<file path="src/hw/packet_fifo_defines.svh">
`ifndef PACKET_FIFO_DEFINES_SVH
`define PACKET_FIFO_DEFINES_SVH
// Summary of operation
// - One 64-byte transmit and one 64-byte receive buffer, one packet each.
// - A new receive packet overwrites whatever the receive buffer still holds.
// - A new transmit packet overwrites too, and raises the transmit access error.
// - Host writes bytes at 0x7C and reads at 0x7F; each write to a non-full or read of a non-empty buffer advances a pointer.
// - An interrupted burst keeps its pointer; the next access resumes there.
// - Host sets transmit length high/low; bit 0 at 0x05 selects one or two bytes.
// - Transmit error on early new packet, write when full, or send when empty.
// - Format A length excludes length and CRC bytes; B and C exclude length only.
// - Received packet length is readable in receive length high/low registers.
// - Read-port select bit 0 at 0x78: 0 reads receive, 1 reads transmit buffer.
// - A read-only usage register shows occupied receive bytes.
// - Receive access error on overrun or on reading an empty receive buffer.
// - Full event when transmit usage exceeds the transmit full threshold.
// - Empty event when transmit usage falls below the transmit empty threshold.
// - Transmit full state clears below full level; empty state clears at empty level.
// - Receive full and empty states clear and re-arm the same way.
// - Receive full above full threshold; empty when reads drop below empty threshold.
// - Receive thresholds act only during reception; no empty event after it.

// =============================================================
// Register offsets
`define OFF_PACKET_CONTROL_TWO 8'h05
`define OFF_STATE_CLEAR 8'h16
`define OFF_TX_FULL_THR 8'h17
`define OFF_TX_EMPTY_THR 8'h18
`define OFF_RX_FULL_THR 8'h19
`define OFF_RX_EMPTY_THR 8'h1A
`define OFF_READ_SEL 8'h78
`define OFF_RX_USAGE 8'h79
`define OFF_TX_LEN_HI 8'h7A
`define OFF_TX_LEN_LO 8'h7B
`define OFF_TX_WRITE 8'h7C
`define OFF_RX_LEN_HI 8'h7D
`define OFF_RX_LEN_LO 8'h7E
`define OFF_READ_PORT 8'h7F

// =============================================================
// Field positions
`define BIT_LENGTH_MODE 0
`define BIT_TX_PTR_CLR 0
`define BIT_RX_PTR_CLR 1
`define BIT_READ_SEL 0

// =============================================================
// Reset values and sizes
`define RST_THRESHOLD 8'h00
`define RST_BYTE 8'h00
`define BUF_DEPTH 64
`define BUF_WIDTH 8
`endif

</file>
<file path="src/hw/packet_fifo_pkg.sv">
package packet_fifo_pkg;
	// Register access as the SPI decoder presents it
	typedef struct packed {
		logic wr;
		logic rd;
		logic [7:0] addr;
		logic [7:0] wdata;
	} reg_req_t;

	// One-cycle event pulses toward the interrupt groups
	typedef struct packed {
		logic tx_err;
		logic rx_err;
		logic full;
		logic empty;
	} buf_events_t;

	typedef struct packed {
		logic [7:0] tx_full_thr;
		logic [7:0] tx_empty_thr;
		logic [7:0] rx_full_thr;
		logic [7:0] rx_empty_thr;
		logic read_sel;
		logic length_mode;
		logic [7:0] tx_len_hi;
		logic [7:0] tx_len_lo;
		logic [7:0] rx_len_hi;
		logic [7:0] rx_len_lo;
		logic [7:0] rdata;
		logic tx_full_det;
		logic tx_empty_det;
		logic rx_full_det;
		logic rx_empty_det;
		buf_events_t events;
	} ctrl_state_t;
endpackage : packet_fifo_pkg

</file>
<file path="src/hw/byte_fifo.sv">
`timescale 1ns/1ps
module byte_fifo #(
	parameter int WIDTH = 8,
	parameter int DEPTH = 32
) (
	// Clock and reset
	input wire logic sys_clk,
	input wire logic rst,
	input wire logic clr,
	// Fill side
	input wire logic in_valid,
	output logic in_ready,
	input wire logic [WIDTH-1:0] in_data,
	// Drain side
	output logic out_valid,
	input wire logic out_ready,
	output logic [WIDTH-1:0] out_data,
	// Occupancy
	output logic [$clog2(DEPTH+1)-1:0] count
);
	localparam int AW = $clog2(DEPTH);
	localparam int CW = $clog2(DEPTH+1);

	if (DEPTH < 2 || (1 << AW) != DEPTH) begin : g_chk
		$error("byte_fifo depth must be a power of two");
	end

	typedef struct packed {
		logic [DEPTH-1:0][WIDTH-1:0] mem;
		logic [AW-1:0] wp;
		logic [AW-1:0] rp;
		logic [CW-1:0] cnt;
	} fifo_state_t;

	fifo_state_t s_q, s_d;
	logic push, pop;

	assign in_ready = s_q.cnt != CW'(DEPTH);
	assign out_valid = s_q.cnt != '0;
	assign out_data = s_q.mem[s_q.rp];
	assign count = s_q.cnt;
	assign push = in_valid && in_ready;
	assign pop = out_valid && out_ready;

	always_comb begin
		s_d = s_q;
		// Pointers persist between bursts; only clr and rst rewind them
		if (clr) begin
			s_d.wp = '0;
			s_d.rp = '0;
			s_d.cnt = '0;
		end else begin
			if (push) begin
				s_d.mem[s_q.wp] = in_data;
				s_d.wp = s_q.wp + AW'(1);
			end
			if (pop) begin
				s_d.rp = s_q.rp + AW'(1);
			end
			s_d.cnt = s_q.cnt + CW'(push) - CW'(pop);
		end
	end

	always_ff @(posedge sys_clk) begin
		if (rst) begin
			s_q <= '0;
		end else begin
			s_q <= s_d;
		end
	end
endmodule : byte_fifo

</file>
<file path="src/hw/packet_fifo_threshold_control.sv">
`timescale 1ns/1ps
`include "packet_fifo_defines.svh"
module packet_fifo_threshold_control
	import packet_fifo_pkg::*;
#(
	parameter int DEPTH = `BUF_DEPTH
) (
	// Clock and reset
	input wire logic sys_clk,
	input wire logic rst,
	// Register access
	input wire reg_req_t reg_req,
	output logic [7:0] reg_rdata,
	// Transmit side toward the modem
	output logic tx_byte_valid,
	input wire logic tx_byte_ready,
	output logic [7:0] tx_byte,
	input wire logic tx_start,
	output logic [15:0] tx_length,
	// Receive side from the modem
	input wire logic rx_byte_valid,
	output logic rx_byte_ready,
	input wire logic [7:0] rx_byte,
	input wire logic rx_pkt_start,
	input wire logic rx_active,
	input wire logic rx_len_valid,
	input wire logic [15:0] rx_len,
	// Interrupt events
	output buf_events_t events
);
	localparam int CW = $clog2(DEPTH+1);

	if (DEPTH > 255) begin : g_chk
		$error("usage must fit the 8-bit usage register");
	end

	// =============================================================
	// Threshold detector step: {new state, one-shot event}
	function automatic logic [1:0] det_step(input logic det, input logic set_c,
		input logic clr_c);
		logic fire;
		fire = !det && set_c;
		return {fire || (det && !clr_c), fire};
	endfunction : det_step

	ctrl_state_t s_q, s_d;

	logic [CW-1:0] tx_cnt, rx_cnt;
	logic [7:0] tx_head, rx_head;
	logic tx_in_ready, rx_in_ready, tx_out_valid, rx_out_valid;
	logic wr, rd, tx_wr, port_rd, host_tx_pop, host_rx_pop;
	logic tx_overwrite, rx_overwrite, tx_clr, rx_clr;
	logic [7:0] tx_use, rx_use;
	logic [1:0] tx_f, tx_e, rx_f, rx_e;

	// =============================================================
	// Access decode
	assign wr = reg_req.wr;
	assign rd = reg_req.rd;
	assign tx_wr = wr && reg_req.addr == `OFF_TX_WRITE;
	assign port_rd = rd && reg_req.addr == `OFF_READ_PORT;
	assign host_rx_pop = port_rd && !s_q.read_sel;
	assign host_tx_pop = port_rd && s_q.read_sel;

	// A fresh low length byte write marks a new packet; leftovers are dropped
	assign tx_overwrite = wr && reg_req.addr == `OFF_TX_LEN_LO && tx_cnt != '0;
	assign rx_overwrite = rx_pkt_start && rx_cnt != '0;
	assign tx_clr = tx_overwrite ||
		(wr && reg_req.addr == `OFF_STATE_CLEAR && reg_req.wdata[`BIT_TX_PTR_CLR]);
	assign rx_clr = rx_overwrite ||
		(wr && reg_req.addr == `OFF_STATE_CLEAR && reg_req.wdata[`BIT_RX_PTR_CLR]);

	// =============================================================
	// Buffers, one packet each
	byte_fifo #(.WIDTH(`BUF_WIDTH), .DEPTH(DEPTH)) u_tx_buf (
		.sys_clk(sys_clk),
		.rst(rst),
		.clr(tx_clr),
		.in_valid(tx_wr),
		.in_ready(tx_in_ready),
		.in_data(reg_req.wdata),
		.out_valid(tx_out_valid),
		.out_ready(tx_byte_ready || host_tx_pop),
		.out_data(tx_head),
		.count(tx_cnt)
	);

	byte_fifo #(.WIDTH(`BUF_WIDTH), .DEPTH(DEPTH)) u_rx_buf (
		.sys_clk(sys_clk),
		.rst(rst),
		.clr(rx_clr),
		.in_valid(rx_byte_valid),
		.in_ready(rx_in_ready),
		.in_data(rx_byte),
		.out_valid(rx_out_valid),
		.out_ready(host_rx_pop),
		.out_data(rx_head),
		.count(rx_cnt)
	);

	// Host readback of the transmit buffer takes priority over the modem
	assign tx_byte_valid = tx_out_valid && !host_tx_pop;
	assign tx_byte = tx_head;
	assign rx_byte_ready = rx_in_ready;

	// One-byte length sends only the low byte
	assign tx_length = s_q.length_mode ? {s_q.tx_len_hi, s_q.tx_len_lo}
		: {8'h00, s_q.tx_len_lo};
	assign reg_rdata = s_q.rdata;
	assign events = s_q.events;

	assign tx_use = 8'(tx_cnt);
	assign rx_use = 8'(rx_cnt);

	// =============================================================
	// Threshold detectors
	assign tx_f = det_step(s_q.tx_full_det, tx_use > s_q.tx_full_thr,
		tx_use < s_q.tx_full_thr);
	assign tx_e = det_step(s_q.tx_empty_det, tx_use < s_q.tx_empty_thr,
		tx_use >= s_q.tx_empty_thr);
	assign rx_f = det_step(s_q.rx_full_det, rx_use > s_q.rx_full_thr,
		rx_use < s_q.rx_full_thr);
	assign rx_e = det_step(s_q.rx_empty_det, rx_use < s_q.rx_empty_thr,
		rx_use >= s_q.rx_empty_thr);

	// =============================================================
	// Next state
	always_comb begin
		s_d = s_q;
		// Register writes
		if (wr) begin
			case (reg_req.addr)
				`OFF_PACKET_CONTROL_TWO:
					s_d.length_mode = reg_req.wdata[`BIT_LENGTH_MODE];
				`OFF_TX_FULL_THR: s_d.tx_full_thr = reg_req.wdata;
				`OFF_TX_EMPTY_THR: s_d.tx_empty_thr = reg_req.wdata;
				`OFF_RX_FULL_THR: s_d.rx_full_thr = reg_req.wdata;
				`OFF_RX_EMPTY_THR: s_d.rx_empty_thr = reg_req.wdata;
				`OFF_READ_SEL: s_d.read_sel = reg_req.wdata[`BIT_READ_SEL];
				`OFF_TX_LEN_HI: s_d.tx_len_hi = reg_req.wdata;
				`OFF_TX_LEN_LO: s_d.tx_len_lo = reg_req.wdata;
				default: ;
			endcase
		end
		// Received length captured for the host
		if (rx_len_valid) begin
			s_d.rx_len_hi = rx_len[15:8];
			s_d.rx_len_lo = rx_len[7:0];
		end
		// Register reads, answered one cycle later
		if (rd) begin
			case (reg_req.addr)
				`OFF_PACKET_CONTROL_TWO: s_d.rdata = {7'h00, s_q.length_mode};
				`OFF_TX_FULL_THR: s_d.rdata = s_q.tx_full_thr;
				`OFF_TX_EMPTY_THR: s_d.rdata = s_q.tx_empty_thr;
				`OFF_RX_FULL_THR: s_d.rdata = s_q.rx_full_thr;
				`OFF_RX_EMPTY_THR: s_d.rdata = s_q.rx_empty_thr;
				`OFF_READ_SEL: s_d.rdata = {7'h00, s_q.read_sel};
				`OFF_RX_USAGE: s_d.rdata = rx_use;
				`OFF_TX_LEN_HI: s_d.rdata = s_q.tx_len_hi;
				`OFF_TX_LEN_LO: s_d.rdata = s_q.tx_len_lo;
				`OFF_RX_LEN_HI: s_d.rdata = s_q.rx_len_hi;
				`OFF_RX_LEN_LO: s_d.rdata = s_q.rx_len_lo;
				`OFF_READ_PORT: s_d.rdata = s_q.read_sel ? (tx_out_valid ? tx_head : 8'h00)
					: (rx_out_valid ? rx_head : 8'h00);
				default: s_d.rdata = 8'h00;
			endcase
		end
		// Access errors
		s_d.events.tx_err = tx_overwrite || (tx_wr && !tx_in_ready) ||
			(tx_start && tx_cnt == '0);
		s_d.events.rx_err = (rx_byte_valid && !rx_in_ready) ||
			(host_rx_pop && !rx_out_valid);
		// Transmit detectors always run
		s_d.tx_full_det = tx_f[1];
		s_d.tx_empty_det = tx_e[1];
		// Receive detectors frozen outside reception
		if (rx_active) begin
			s_d.rx_full_det = rx_f[1];
			s_d.rx_empty_det = rx_e[1];
		end
		// One pulse per detection, never a level
		s_d.events.full = tx_f[0] || (rx_active && rx_f[0]);
		s_d.events.empty = tx_e[0] || (rx_active && rx_e[0]);
	end

	always_ff @(posedge sys_clk) begin
		if (rst) begin
			s_q <= '0;
			s_q.tx_full_thr <= `RST_THRESHOLD;
			s_q.tx_empty_thr <= `RST_THRESHOLD;
			s_q.rx_full_thr <= `RST_THRESHOLD;
			s_q.rx_empty_thr <= `RST_THRESHOLD;
			s_q.rdata <= `RST_BYTE;
		end else begin
			s_q <= s_d;
		end
	end
endmodule : packet_fifo_threshold_control

</file>
<file path="config.mk">
export PLATFORM = sky130hd
export DESIGN_NAME = packet_fifo_threshold_control
export DESIGN_NICKNAME = d
export VERILOG_FILES = /design/src/hw/packet_fifo_pkg.sv /design/src/hw/byte_fifo.sv /design/src/hw/packet_fifo_threshold_control.sv
export VERILOG_INCLUDE_DIRS = /design/src /design/src/hw
export SDC_FILE = /design/constraint.sdc
export NUM_CORES = 2
export LEC_CHECK = 0
export ABC_AREA = 1
export BUFFER_PORTS_ARGS = -buffer_cell sky130_fd_sc_hd__buf_2
export CORE_ASPECT_RATIO = 1.4
export CORE_MARGIN = 1.5
export CORE_UTILIZATION = 45
export CTS_CLUSTER_DIAMETER = 200
export DETAILED_ROUTE_END_ITERATION = 7
export HOLD_SLACK_MARGIN = 0.06
export PLACE_DENSITY = 0.72
export SLEW_MARGIN = 0
export SYNTH_ARGS = -nofsm -noshare
export SYNTH_HDL_FRONTEND = slang
export SYNTH_SLANG_ARGS = --single-unit
</file>
<file path="constraint.sdc">
create_clock -name sys_clk -period 6.5 [get_ports sys_clk]
set_clock_uncertainty 0.05 [all_clocks]
set_input_delay 0.325 -clock sys_clk [delete_from_list [all_inputs] [get_ports sys_clk]]
set_output_delay 0.325 -clock sys_clk [all_outputs]
set_load 0.01 [all_outputs]
</file>
; ---- Yosys cells after proc, flatten, opt, wreduce, memory -nomap -nowiden
; Index checks and enable logic that the tools add are counted.
; W data, S select, Z words.
[word_totals]
ff_bits = 1144
latchBits = 0
ram_bits = 0
romBits = 0
in_bits = 50
out_inout_bits = 38
mem_count = 0
[classes]
addsub = 8
multipliers = 0
div_mod_pow = 0
order_cmp = 14
n_eq_ne = 16
n_shift = 0
mux = 15
n_bitwise = 2
n_reduce_logical = 71
[ops]
columns = operator, n
row1 = $bwmux W512, 2
row2 = $bmux W8 S6, 2
row3 = $demux W8 S6, 2
row4 = $pmux W8 S12, 1
row5 = $eq A8 B7 Y1 const B, 8
row6 = $mux W8, 7
row7 = $eq A8 B5 Y1 const B, 5
row8 = $lt A7 B8 Y1, 4
row9 = $logic_and A1 B1 Y1, 31
row10 = $lt A6 B7 Y1 const B, 4
row11 = $add A6 B1 Y6 const B, 4
row12 = $reduce_and A2 Y1, 10
row13 = $ge A7 B8 Y1, 2
row14 = $gt A7 B8 Y1, 2
row15 = $mux W16, 1
row16 = $add A7 B1 Y7, 2
row17 = $ne A7 B7 Y1 const B, 2
row18 = $reduce_bool A7 Y1, 2
row19 = $sub A7 B1 Y7, 2
row20 = $logic_not A1 Y1, 13
row21 = $ge A6 B1 Y1 const B, 2
row22 = $logic_or A1 B1 Y1, 12
row23 = $eq A8 B3 Y1 const B, 1
row24 = $logic_not A7 Y1, 1
row25 = 2 further kinds, 4

; ---- Longest topological paths before layout
[depth]
ltp_word = 6
depth_mapped = 20

; ---- Hierarchy
; From an unflattened synthesis, not the netlist that was laid out.
[hier_totals]
cells_unflattened = 8910
hier_area_um2 = 56892.1
[modules_own_cells]
columns = mod, n_inst, cells_each, area_per_inst_um2, seq_area_each_um2
row1 = byte_fifo at u_tx_buf, 1, 4079, 26036.2, 10630.2
row2 = byte_fifo at u_rx_buf, 1, 4111, 25978.7, 10630.2
row3 = packet_fifo_threshold_control, 1, 720, 4877.2, 1641.6

; ---- Worst setup path before layout
; Ideal clock, no wire load.
[synth_path]
path_type = register to register
start = register u_tx_buf.s_q, in the netlist u_tx_buf.count[2]
end = register u_tx_buf.s_q, in the netlist u_tx_buf.count[6]
t_arrival_ps = 3054
required_ps = 6380
setup_slack_ps = 3326
path_stages_with_launch = 21
n_path_buf = 1
period_less_slack_ps = 3174
cell_sequence = dfxtp_1 > inv_1 > ha_1 > nand3_1 > nor3_1 > inv_1 > clkbuf_1 > nand2_1 > inv_1 > ha_1 > inv_1 > ha_1 > inv_1 > fa_1 > o31ai_1 > inv_1 > nor2_1 > nor2_1 > o21bai_1 > o21ai_0 > a21oi_1
[synth_between]
elab_cells_between_ends = 9
classes_between = add/sub (2) / eq/ne (1) / reduce/logical (6)
[synth_rtl]
columns = item, line_no
row1 = start: declaration, byte_fifo.sv:35  ; fifo_state_t s_q, s_d;
row2 = start signal: assignment, byte_fifo.sv:66  ; s_q <= '0;
row3 = start signal: assignment, byte_fifo.sv:68  ; s_q <= s_d;
row4 = $reduce_bool A7 Y1, byte_fifo.sv:39  ; assign out_valid = s_q.cnt != '0;
row5 = $logic_and A1 B1 Y1, byte_fifo.sv:43  ; assign pop = out_valid && out_ready;
row6 = via u_tx_buf.pop, byte_fifo.sv:36  ; logic push, pop;
row7 = $sub A7 B1 Y7, byte_fifo.sv:60  ; s_d.cnt = s_q.cnt + CW'(push) - CW'(pop);
; The timed path passes the listed nets, and every way through them passes these cells.
; A chain may end at the register's enable or synchronous reset.

; ---- Final worst setup path
[layout_path]
start = register u_tx_buf.s_q[8] in the netlist's numbering
end = output port tx_byte[6]
[layout_between]
elab_chain_len = 2
[layout_rtl]
columns = item, line_no
row1 = $bmux W8 S6, byte_fifo.sv:40  ; assign out_data = s_q.mem[s_q.rp];
row2 = $mux W8 (not written as such), byte_fifo.sv:40
row3 = end: declaration, packet_fifo_threshold_control.sv:17  ; output logic [7:0] tx_byte,
; No other way between the ends. The select of a mux whose other input is x is not followed.

==> metrics.txt <==
result of the run complete, no violations; maximum buffer depth of the clock tree 3; Data arrival, critical path 4.28 ns; required time of the worst setup path 6.12 ns; share of the clock period used by the worst path 0.716; main area contributors after synthesis dfxtp_1, o21ai_0, a21oi_1; maximum clock frequency 215 MHz; dominant cell type by area after synthesis dfxtp_1; antenna-violating nets left 0; Post-Layout Cell Count 9,048; CTS tree built; number of distinct library cells after synthesis 45; H-tree level count 3; Total Nets Final 7,563; synthesized area per cell 6.87 um^2; Total Negative Setup Slacks 0 ns; type of the tightest min-delay check primary input to flop; PortBufs 87; minimum setup slack among reg-to-reg paths 2.47 ns; relative slew slack 0.178; share of Yosys cell area claimed by the top area cell type 0.431; maximum vdd ir drop 0.283 mV; Die Outline Area 120,000 um^2; Power Total 16,400 uW; wire length of the first global-routing pass 261 mm; delay of the slowest critical-path stage 0.72 ns; floorplan die height 409 um; Initial DRC Count 4,779; total routed wirelength 168 mm; overall overflow remaining after global route 0; clock latency reported for the late side of the worst-skew pair 0.74 ns; quantity of gates resized following cts 0; number of hold-slack violations in the final timing report 0; Setup Slack @ Placement 2.61 ns; residual DRC count 0; Routed WL per cell 18.6 um; number of hold-repair buffers added at the cts stage 53; CTS Buf Count 114; initial core utilization 0.455; number of enable-type register cells in the synthesized netlist 0; vias in the first global route 46,100; number of logic stages on the critical path including buffering 10; core region area 117,000 um^2; timing startpoint of the critical path u_tx_buf.s_q[8]; clock slew at reported path FFs 0.07 ns; FF-to-FF path depth 15; minimum setup slack in the final design 1.85 ns; cells along the critical path inv_4, buf_4, nand3_1, nand3_1, nand2_1, nor2_1, nand2_1, nand3_1, nand2_1, buf_2; Power Dens Cells 283 nW/um^2; IO Pins 88; weighted congestion at the end of routability-driven global placement 0.936; total of flip-flops plus latches after synthesis 1,144; first-pass iteration count of the detailed router 6; highest fanout seen on the critical path 67; ant diodes 0; worst reg2reg startpoint u_tx_buf.s_q[8]; Setup Viol. Count Final 0; total of warnings raised by yosys 0; Setup Buffers After CTS 0; CP endpoint kind output port; Global Route Usage Sum 0.271; synthesized area 53,100 um^2; drt via density 5.57; pin slew with the least headroom to its limit 1.23 ns; number of cells produced by synthesis 7,723; endpoint of the worst-slack reg-to-reg timing path reg_rdata[7]; antenna violations before repair 3; worst setup path endpoint tx_byte[6]; fraction of layout cells with a size suffix above 1 0.0578; max-slew violations 0; critical path class flop to output port; clock root buffer master clkbuf_16; post-synthesis net count 7,825; placed cells 8,792; fraction of synthesis flops using an asynchronous set or reset pin 0; final core utilization 0.496; WP buf/inv 3; post-synthesis sequential area ratio 0.431; slowest CP cell inv_4; kind of start point of the critical path flop; number of cell rows 148; Worst path top cell family by delay buffers and inverters; most used flip-flop cell after synthesis dfxtp_1; setup repair after global routing missed its margin no; clock sink count 1,144; vias post-DR 50,400; signed area change from the synthesized netlist to the final layout 9.04%; HPWL after DPL 103 mm; post-layout min period 4.65 ns; die boundary width 293 um; # Max-Cap Violations 0; static leakage 0.0223 uW; maximum number of pins on one net before global-route repair 297
cell type report:
cell class	count	area [um^2]
fillers	11400	58800
multi-input cells	5111	24400
flip-flops and latches	1144	22900
inverters	896	3390
clock buffers	164	3300
well taps	1500	1880
repair buffers	194	1450
clock inverters	39	508
worst register-to-register path, stage by stage, from the launching register on:
cell	delay [ns]
dfxtp_4	0.52
inv_4	0.74
buf_4	0.77
nand3_1	0.18
nand3_1	0.12
nand2_1	0.07
nor2_1	0.32
nand2_1	0.09
nand3_1	0.21
nand2_1	0.28
nand2_1	0.15
nand2_1	0.07
nand3_1	0.10
nand2_1	0.07
nand2_1	0.08
a21oi_1	0.06
registers in the layout (all words and copies together) (netlist names):
name	count
u_rx_buf.s_q	524
u_tx_buf.s_q	524
s_q	70
reg_rdata	8
u_rx_buf.count	7
u_tx_buf.count	7
events	4
cell usage after synthesis, types with 3 or more instances:
library cell	n
a211oi_1	3
a21oi_1	951
buf_1	55
buf_2	104
buf_4	21
clkbuf_1	390
clkinv_1	13
dfxtp_1	1144
ha_1	50
inv_1	842
inv_2	40
nand2_1	1177
nand2_2	13
nand3_1	662
nand3_4	3
nand4_1	15
nand4_4	5
nor2_1	861
nor2_2	31
nor2_4	5
nor3_1	32
nor3b_1	5
nor4_1	3
o2111ai_1	4
o211ai_1	98
o21a_1	151
o21ai_0	971
o21ai_1	32
o21bai_1	6
o22ai_1	10
or2_2	3
xor2_1	4
power breakdown:
group          total (uW)  internal [uW]  switching [uW]
logic                2390            707            1680
registers            7230           7100             129
clock network        6770           3880            2890
total               16400          11700            4700
metrics by stage:
step	hold WS, ns	cell area [um^2]
finish	0.0925	57900
global route	0.108	57900
floorplan	0.373	53100
detailed placement	0.387	53500
CTS	0.0623	57900
global placement	0.382	53500
cell families (layout without fill, tap and decap cells):
logic type,count (synthesis),count (layout),synth area share
xor+xnor,6,6,0.000990
compound gates,2232,2232,0.223
simple gates,2821,2821,0.223
flops,1144,1144,0.431
buf+inv,1468,1293,0.108
fa+ha+maj,52,52,0.0125
cells in the final DEF (no fill, tap or decap), types with 5 or more instances in the layout:
master	instances
a21oi_1	951
buf_12	6
buf_2	86
buf_4	48
bufinv_16	9
clkbuf_1	24
clkbuf_16	114
clkbuf_8	26
clkinv_1	13
clkinv_2	19
dfxtp_1	1140
dlygate4sd3_1	53
ha_1	50
inv_1	838
inv_2	39
nand2_1	1177
nand2_2	13
nand3_1	662
nand4_1	15
nand4_4	5
nor2_1	861
nor2_2	31
nor2_4	5
nor3_1	32
nor3b_1	5
o211ai_1	98
o21a_1	151
o21ai_0	971
o21ai_1	32
o21bai_1	6
o22ai_1	10
per-layer routing:
metal | vias to the layer above | share of wire | global-route usage
li1 | 24600 | - | -
met2 | 1999 | 0.48 | 0.460
met1 | 23300 | 0.39 | 0.326
met5 | - | 0.00024 | 0
met4 | 6 | 0.065 | 0.168
met3 | 525 | 0.068 | 0.0339
worst min path at each step:
| stage | from | endpoint | depth (start not counted) |
|---|---|---|---|
| 6_report | tx_byte_ready | u_tx_buf.s_q[8] | 5 |
| 5_1_grt | reg_req[0] | u_tx_buf.s_q[363] | 3 |
| 4_1_cts | tx_byte_ready | u_tx_buf.s_q[8] | 5 |
| 3_5_place_dp | u_tx_buf.s_q[391] | u_tx_buf.s_q[391] | 2 |
| 3_3_place_gp | u_tx_buf.s_q[264] | u_tx_buf.s_q[264] | 2 |
| 2_1_floorplan | u_tx_buf.s_q[69] | u_tx_buf.s_q[69] | 2 |
Power figures use the tool's default switching activity.
